[src/dio_port_defs.vh]
// Constants for the digital input/output port with edge interrupts
`ifndef DIO_PORT_DEFS_VH
`define DIO_PORT_DEFS_VH

`define CLK_PERIOD_NS   100
`define TICK_NS         100000
`define TICK_CYC        (`TICK_NS / `CLK_PERIOD_NS)
`define TICK_LAST       10'h3E7
`define TICK_CNT_W      10

`define DLY_W           8
`define DLY_SHORT_US    100
`define DLY_HALF_US     500
`define DLY_MID_US      3000
`define DLY_LONG_US     15000
// Filter limits in 0.1 ms ticks, sized to the counter
`define DLY_SHORT_TICKS 8'h01
`define DLY_HALF_TICKS  8'h05
`define DLY_MID_TICKS   8'h1E
`define DLY_LONG_TICKS  8'h96

`define SEL_SHORT       2'h0
`define SEL_HALF        2'h1
`define SEL_MID         2'h2
`define SEL_LONG        2'h3

`define FAST_MASK       16'h8ED8

`define IDX_IO_LOW      10'h088
`define IDX_IO_HIGH     10'h089
`define ADDR_IO_LOW     ({`IDX_IO_LOW, 2'h0})
`define ADDR_IO_HIGH    ({`IDX_IO_HIGH, 2'h0})
`define ADDR_RISE_EN    12'h000
`define ADDR_FALL_EN    12'h004
`define ADDR_DELAY      12'h008
`define ADDR_STATUS     12'h00C
`define ADDR_CLEAR      12'h010
`define ADDR_ENABLE     12'h014

`define LOST_BIT        16
`define STAT_W          17
`define RST_DELAY       8'h00

`endif

[src/dio_port.v]
// Digital input/output port with delay filters, edge interrupts and APB registers
//
// Local design decision: register access over APB.
`timescale 1ns/100ps
`default_nettype none
`include "dio_port_defs.vh"

module dio_port (
  input  wire        clk,
  input  wire        rst_n,
  input  wire        psel,
  input  wire        penable,
  input  wire        pwrite,
  input  wire [11:0] paddr,
  input  wire [31:0] pwdata,
  output reg  [31:0] prdata,
  output reg         pready,
  output reg         pslverr,
  input  wire [15:0] field_input_line,
  output reg  [11:0] field_output_line,
  input  wire        output_overload,
  input  wire        sensor_supply_error,
  output reg  [15:0] input_state_led,
  output reg         output_overload_fault_led,
  output reg         sensor_supply_fault_led,
  output reg         irq
);

  // Delay limit in ticks for one channel
  function [`DLY_W-1:0] dly_limit;
    input [1:0] sel;
    input       fast;
    begin
      case (sel)
        `SEL_SHORT: dly_limit = fast ? `DLY_SHORT_TICKS : `DLY_HALF_TICKS;
        `SEL_HALF:  dly_limit = `DLY_HALF_TICKS;
        `SEL_MID:   dly_limit = `DLY_MID_TICKS;
        `SEL_LONG:  dly_limit = `DLY_LONG_TICKS;
        default:    dly_limit = `DLY_LONG_TICKS;
      endcase
    end
  endfunction

  // Register address match, used for the write decode only; reads decode paddr in a case
  function is_addr;
    input [11:0] a;
    input [11:0] ref_a;
    begin
      is_addr = (a == ref_a);
    end
  endfunction

  localparam [15:0] FAST = `FAST_MASK;

  reg  [`TICK_CNT_W-1:0] tick_cnt_r;
  reg                    tick_r;
  reg  [15:0]            in_smp_r;
  wire [15:0]            filt;
  reg  [15:0]            filt_d_r;
  reg  [15:0]            rise_en_r;
  reg  [15:0]            fall_en_r;
  reg  [7:0]             delay_r;
  reg  [`STAT_W-1:0]     status_r;
  reg  [`STAT_W-1:0]     status_nxt;
  reg  [`STAT_W-1:0]     enable_r;
  reg  [11:0]            out_r;
  wire                   setup;
  wire                   wr;
  wire [15:0]            edge_hit;
  wire                   lost;
  wire [`STAT_W-1:0]     clr;
  reg  [31:0]            rd_nxt;
  reg                    err_nxt;

  // 0.1 ms tick from the 10 MHz clock
  always @(posedge clk or negedge rst_n) begin
    if (!rst_n) begin
      tick_cnt_r <= 10'h000;
      tick_r     <= 1'b0;
    end else if (tick_cnt_r == `TICK_LAST) begin
      tick_cnt_r <= 10'h000;
      tick_r     <= 1'b1;
    end else begin
      tick_cnt_r <= tick_cnt_r + 10'h001;
      tick_r     <= 1'b0;
    end
  end

  always @(posedge clk or negedge rst_n) begin
    if (!rst_n) begin
      in_smp_r <= 16'h0000;
    end else begin
      in_smp_r <= field_input_line;
    end
  end

  // One filter per channel; the group of four shares a delay field
  genvar g;
  generate
    for (g = 0; g < 16; g = g + 1) begin : g_ch
      reg [`DLY_W-1:0] lim_r;

      // Registered limit keeps the delay decode out of the counter path
      always @(posedge clk or negedge rst_n) begin
        if (!rst_n) begin
          // Matches the reset delay select of zero
          lim_r <= FAST[g] ? `DLY_SHORT_TICKS : `DLY_HALF_TICKS;
        end else begin
          lim_r <= dly_limit(delay_r[2*(g/4)+1 -: 2], FAST[g]);
        end
      end

      input_filter_cell u_filt (
        .clk   (clk),
        .rst_n (rst_n),
        .tick  (tick_r),
        .raw   (in_smp_r[g]),
        .limit (lim_r),
        .filt  (filt[g])
      );
    end
  endgenerate

  always @(posedge clk or negedge rst_n) begin
    if (!rst_n) begin
      filt_d_r <= 16'h0000;
    end else begin
      filt_d_r <= filt;
    end
  end

  // Edges taken after the filter so glitches never reach the status
  generate
    for (g = 0; g < 16; g = g + 1) begin : g_evt
      wire rise_w;
      wire fall_w;

      assign rise_w      = filt[g] & ~filt_d_r[g];
      assign fall_w      = ~filt[g] & filt_d_r[g];
      // No selected edge, no event
      assign edge_hit[g] = (rise_w & rise_en_r[g]) | (fall_w & fall_en_r[g]);
    end
  endgenerate

  // An edge on a channel whose event is still pending is lost
  assign lost = |(edge_hit & status_r[15:0]);

  // APB: answer in the first access cycle, no wait states
  assign setup = psel & ~penable & ~pready;
  assign wr    = psel & penable & pready & pwrite;
  assign clr   = (wr && is_addr(paddr, `ADDR_CLEAR)) ? pwdata[`STAT_W-1:0] : 17'h00000;

  // Read word for the addressed place; write-only places read zero
  always @* begin
    rd_nxt  = 32'h00000000;
    err_nxt = 1'b0;
    case (paddr)
      `ADDR_IO_LOW: begin
        rd_nxt[7:0] = pwrite ? 8'h00 : filt[7:0];
      end
      `ADDR_IO_HIGH: begin
        rd_nxt[7:0] = pwrite ? 8'h00 : filt[15:8];
      end
      `ADDR_RISE_EN: begin
        rd_nxt[15:0] = rise_en_r;
      end
      `ADDR_FALL_EN: begin
        rd_nxt[15:0] = fall_en_r;
      end
      `ADDR_DELAY: begin
        rd_nxt[7:0] = delay_r;
      end
      `ADDR_STATUS: begin
        rd_nxt[`STAT_W-1:0] = status_r;
      end
      `ADDR_CLEAR: begin
        rd_nxt = 32'h00000000;
      end
      `ADDR_ENABLE: begin
        rd_nxt[`STAT_W-1:0] = enable_r;
      end
      default: begin
        err_nxt = 1'b1;
      end
    endcase
  end

  always @(posedge clk or negedge rst_n) begin
    if (!rst_n) begin
      pready  <= 1'b0;
      pslverr <= 1'b0;
      prdata  <= 32'h00000000;
    end else if (setup) begin
      pready  <= 1'b1;
      pslverr <= err_nxt;
      prdata  <= rd_nxt;
    end else begin
      pready  <= 1'b0;
      pslverr <= 1'b0;
    end
  end

  // Software-written configuration and output image
  always @(posedge clk or negedge rst_n) begin
    if (!rst_n) begin
      rise_en_r <= 16'h0000;
      fall_en_r <= 16'h0000;
      delay_r   <= `RST_DELAY;
      enable_r  <= 17'h00000;
      out_r     <= 12'h000;
    end else if (wr) begin
      if (is_addr(paddr, `ADDR_RISE_EN)) begin
        rise_en_r <= pwdata[15:0];
      end
      if (is_addr(paddr, `ADDR_FALL_EN)) begin
        fall_en_r <= pwdata[15:0];
      end
      if (is_addr(paddr, `ADDR_DELAY)) begin
        delay_r <= pwdata[7:0];
      end
      if (is_addr(paddr, `ADDR_ENABLE)) begin
        enable_r <= pwdata[`STAT_W-1:0];
      end
      if (is_addr(paddr, `ADDR_IO_LOW)) begin
        out_r[7:0] <= pwdata[7:0];
      end
      if (is_addr(paddr, `ADDR_IO_HIGH)) begin
        out_r[11:8] <= pwdata[3:0];
      end
    end
  end

  // Sticky status; a new event beats a clear in the same cycle
  always @* begin
    status_nxt = status_r & ~clr;
    status_nxt[15:0] = status_nxt[15:0] | edge_hit;
    status_nxt[`LOST_BIT] = status_nxt[`LOST_BIT] | lost;
  end

  always @(posedge clk or negedge rst_n) begin
    if (!rst_n) begin
      status_r <= 17'h00000;
      irq      <= 1'b0;
    end else begin
      status_r <= status_nxt;
      irq      <= |(status_nxt & enable_r);
    end
  end

  // Pins and lamps, all registered
  always @(posedge clk or negedge rst_n) begin
    if (!rst_n) begin
      field_output_line         <= 12'h000;
      input_state_led           <= 16'h0000;
      output_overload_fault_led <= 1'b0;
      sensor_supply_fault_led   <= 1'b0;
    end else begin
      field_output_line         <= out_r;
      input_state_led           <= filt;
      output_overload_fault_led <= output_overload;
      sensor_supply_fault_led   <= sensor_supply_error;
    end
  end

endmodule // dio_port
`default_nettype wire

[src/input_filter_cell.v]
// One channel of the input delay filter
`timescale 1ns/100ps
`default_nettype none
`include "dio_port_defs.vh"

module input_filter_cell (
  input  wire               clk,
  input  wire               rst_n,
  input  wire               tick,
  input  wire               raw,
  input  wire [`DLY_W-1:0]  limit,
  output reg                filt
);

  reg [`DLY_W-1:0] cnt_r;

  // Stable-time counter; any return to the old level restarts it
  always @(posedge clk or negedge rst_n) begin
    if (!rst_n) begin
      cnt_r <= 8'h00;
      filt  <= 1'b0;
    end else if (raw == filt) begin
      cnt_r <= 8'h00;
    end else if (tick) begin
      if (cnt_r + 8'h01 >= limit) begin
        cnt_r <= 8'h00;
        filt  <= raw;
      end else begin
        cnt_r <= cnt_r + 8'h01;
      end
    end
  end

endmodule // input_filter_cell
`default_nettype wire

[config.mk]
export PLATFORM = sky130hd
export DESIGN_NAME = dio_port
export DESIGN_NICKNAME = d
export VERILOG_FILES = /design/src/dio_port.v /design/src/input_filter_cell.v
export VERILOG_INCLUDE_DIRS = /design/src
export SDC_FILE = /design/constraint.sdc
export NUM_CORES = 1
export LEC_CHECK = 0
export BUFFER_PORTS_ARGS = -buffer_cell sky130_fd_sc_hd__buf_2
export CORE_MARGIN = 5
export CORE_UTILIZATION = 43
export CTS_CLUSTER_DIAMETER = 40
export DETAILED_ROUTE_END_ITERATION = 12
export HOLD_SLACK_MARGIN = 0.03
export PLACE_DENSITY = 0.72
export SYNTH_ARGS = -nofsm -noshare
export SYNTH_HDL_FRONTEND = slang
export SYNTH_SLANG_ARGS = --single-unit
[constraint.sdc]
create_clock -name clk -period 2.9 [get_ports clk]
set_input_delay 0.58 -clock clk [delete_from_list [all_inputs] [get_ports clk]]
set_output_delay 0.58 -clock clk [all_outputs]
set_load 0.1 [all_outputs]
==> key figures <==
Run status
  • Status: complete, no violations

Route
  • DRC: 0
  • Final antenna-violating net count: 0
  • Detailed Route Iter0 Violations: between 900 and 1,000
  • Routed wire length: 43.4 mm
  • Wirelength per Cell: roughly 18 um
  • Pre-Repair DR Iteration Count: 7
  • Via count: between 10,000 and 15,000
  • Via-to-Cell Ratio: a little under 6

Worst setup path
  • Crit path arrival time: 3.14 ns
  • Critical path buffers and inverters: 0
  • Critical path type: register to register
  • Most used cell, CP: ha_1
  • Crit. End Element: register
  • Startpoint types: register
  • Crit-path leading delay family: compound AO/OA/AOI/OAI gates
  • CP max FO: 6
  • Worst endpoint required time: about 3.4 ns
  • CP Cell Sequence: ha_1 -> nand3_1 -> xnor2_1 -> ha_1 -> a2111oi_0 -> a21boi_2 -> nand2b_1 -> a32o_1
  • CP max stage cell: a2111oi_0
  • Slowest stage delay, CP: between 0.5 and 0.6 ns

Timing
  • RSZ-0062 raised after global routing: false
  • Final min period: ~2.6 ns
  • Post-route setup slack: about 0.27 ns
  • Final-report hold violation count: 0
  • Final Setup Violations: 0
  • Final hold slack: between 0.1 and 0.15 ns
  • Fin Clk Skew: roughly 0.015 ns
  • Setup TNS: 0 ns
  • Worst Tran Pin Value: 0.855 ns
  • Slew Limit Fails: 0
  • Crit share post-route: a little over 90%
  • Max Fclk: around 380 MHz
  • Slew headroom: 42.6%

Finish
  • Non-Filler Instances: roughly 2,400
  • Final net count: roughly 2,000
  • Area grow syn2layout: 16.5%
  • Total of fill cells in the finished design: ~3,600
  • Cell area after layout: 20,700 um2
  • Antenna cells: 0
  • Share of layout cells above drive strength 1: a little under a fifth
  • Layout Utilization: roughly half

Placement
  • Final GP Congestion: slightly below 0.9
  • Post-Place Cells: around 2,300
  • PortBufs: around 100
  • DP Worst Slack: 0.176 ns
  • HPWL Detailed: 30.7 mm
  • Placed cell areas: between 15,000 and 20,000 um2

Synthesis
  • Mapped Cells: ~1,700
  • Top-area cell type share of the netlist area: around 46%
  • Synth top cells by count: dfrtp_1 (327), nand2_1 (144), ha_1 (105), nand3_1 (74)
  • Post-synthesis area per instance: around 11 um2
  • Top post-synthesis cells by area: dfrtp_1 (46%), ha_1 (7.4%), mux2_2 (4.2%)
  • Post-synth EDFFs: 0
  • Yosys warning count: 0
  • Synth Register Bits: about 340
  • Post-synth ARST share: 100%
  • Netlist cell types: 78
  • Sequential area share after synthesis: between 40 and 50%
  • Largest area contributor in the netlist: dfrtp_1
  • Most common cell in the netlist: dfrtp_1
  • Netlist Area Pre-Place: about 18,000 um2
  • Top FF cell, synth: dfrtp_1

Clock tree
  • CTS tree: done
  • Root buf cell: clkbuf_16
  • CTS buffer count: 53
  • TritonCTS Sinks: between 300 and 400
  • Worst-case clock buffer depth: 3
  • Clock Latency Late Sink: approximately 0.58 ns
  • H-tree level count: 2
  • Clock-pin slew on the worst setup and hold paths: around 0.06 ns

Pwr
  • Net switching power: about 2.7 mW
  • Combinational power share: 3.1%
  • Peak VDD IR: 0.437 mV
  • Clk pwr share: 55.4%
  • Total power draw: ~11 mW
  • Leakage: 10.4 nW
  • Power share of the sequential group: about two fifths
  • Pwr/cell area: approximately 550 nW/um2
  • Net switching fraction of the power: approximately a quarter
  • Internal power: 8.65 mW

Die
  • Std-Cell Rows: 74
  • Die height: roughly 210 um
  • Total die area: 45,600 um2
  • Initial Util: about 44%
  • Core box area: about 41,000 um2
  • Die Width: about 210 um
  • I/O pins: ~130

GRT
  • Antenna violations before repair: 0
  • Largest net degree at the start of global routing: 70
  • First-pass GRT wire length: just over 70 mm
  • Number of global-route vias before repair: around 14,000
  • GR Overflow Total: 0
  • Tot GR Track Use: a little under a fifth

Run
  • Max-Cap Viols: 0

Min path
  • Hold Path Class: input pin to register
==> final timing paths <==
check / start / endpoint / slack (ns) / depth (start not counted)
setup / recovery: g_ch[1].u_filt.cnt_r[0]$_DFFE_PN0P_ / g_ch[1].u_filt.cnt_r[4]$_DFFE_PN0P_ / 0.27 / 8
hold / removal: field_input_line[9] / in_smp_r[9]$_DFF_PN0_ / 0.11 / 1
setup reg to reg: g_ch[1].u_filt.cnt_r[0]$_DFFE_PN0P_ / g_ch[1].u_filt.cnt_r[4]$_DFFE_PN0P_ / 0.27 / 8
hold reg to reg: out_r[8]$_DFFE_PN0P_ / field_output_line[8]$_DFF_PN0_ / 0.37 / 0
max in group asynchronous: rst_n / fall_en_r[5]$_DFFE_PN0P_ / 1.36 / 3
min in group asynchronous: rst_n / tick_cnt_r[0]$_DFF_PN0_ / 0.55 / 2
==> metal layers <==
layer  vias up  wire (um)  global-route usage (%)
met5         -          0                       0
met4         0       1690                    8.09
li1       6450          -                       -
met1      6879      18500                    25.0
met2       432      20800                    31.7
met3       114       2450                    3.41
==> worst reg2reg max path, stage by stage (launching register included) <==
cell and delay (ns):
dfrtp_1 0.44, ha_1 0.22, nand3_1 0.15, xnor2_1 0.19, ha_1 0.20, a2111oi_0 0.58
a21boi_2 0.34, nand2b_1 0.25, a32o_1 0.19
==> logic make-up after synthesis <==
group / synth area share (%)
multiplexers: 4.58
buffers and inverters: 3.61
adder cells (fa/ha/maj): 7.38
flip-flops: 47.1
XOR/XNOR: 4.48
other: 0.0211
AND/OR/NAND/NOR: 14.6
AO/OA/AOI/OAI: 18.2
==> cell usage in the layout, fill, tap and decap left out, types with 12 or more instances in the layout <==
cell	netlist	final
mux2_2	66	66
a21oi_1	48	48
o21ai_0	66	66
buf_2	7	100
ha_1	105	105
a222oi_1	16	16
xnor2_1	60	60
a31oi_1	12	12
inv_1	60	60
o21a_1	16	16
a22o_1	51	51
a32o_1	35	35
nand2b_1	26	26
nand3b_1	31	31
clkbuf_16	0	53
o221ai_1	15	15
and4_1	18	18
a211o_1	12	12
and2_1	30	30
inv_6	0	13
conb_1	1	15
a22oi_1	29	29
buf_4	21	25
nand2_1	144	144
nor2_1	55	55
xor2_1	31	31
a21o_1	53	53
nor3_1	14	14
nand4_1	25	25
o211ai_1	12	12
nand3_1	74	74
or3_1	14	14
dfrtp_1	327	327
==> state kept, by name, indices dropped and copies added (netlist names), 17 cells and up <==
| name | cells |
|---|---|
| g_ch.u_filt.cnt_r | 128 |
| g_ch.lim_r | 28 |
| enable_r | 17 |
| prdata | 17 |
| status_r | 17 |
==> power groups by stage <==
| stage | combinational (mW) | sequential (mW) | clock, mW |
|---|---|---|---|
| 6_report | 0.350 | 4.71 | 6.30 |
| 3_5_place_dp | 0.355 | 4.79 | 0 |
| 2_1_floorplan | 0.156 | 4.81 | 0 |
| 4_1_cts | 0.357 | 4.71 | 6.43 |
| 3_3_place_gp | 0.350 | 4.79 | 0 |
| 5_1_grt | 0.386 | 4.71 | 6.66 |
==> area by class of cell <==
cell class	instances	area (um2)	share of cell area, %
clock buffers	60	1400	6.77
repair buffers	133	833	4.02
flip-flops and latches	335	8390	40.5
multi-input cells	1203	8820	42.5
well taps	532	666	3.21
clock inverters	38	392	1.89
inverters	60	225	1.09
==> what timing repair did <==
action | CTS | global route
setup endpoints to repair | 0 | 1
buffers inserted | 0 | 0
hold buffers | 1 | 0
gates resized for setup | 0 | 1
endpoints found under the hold margin | 54 | 0
(Power assumes the default switching activity.)
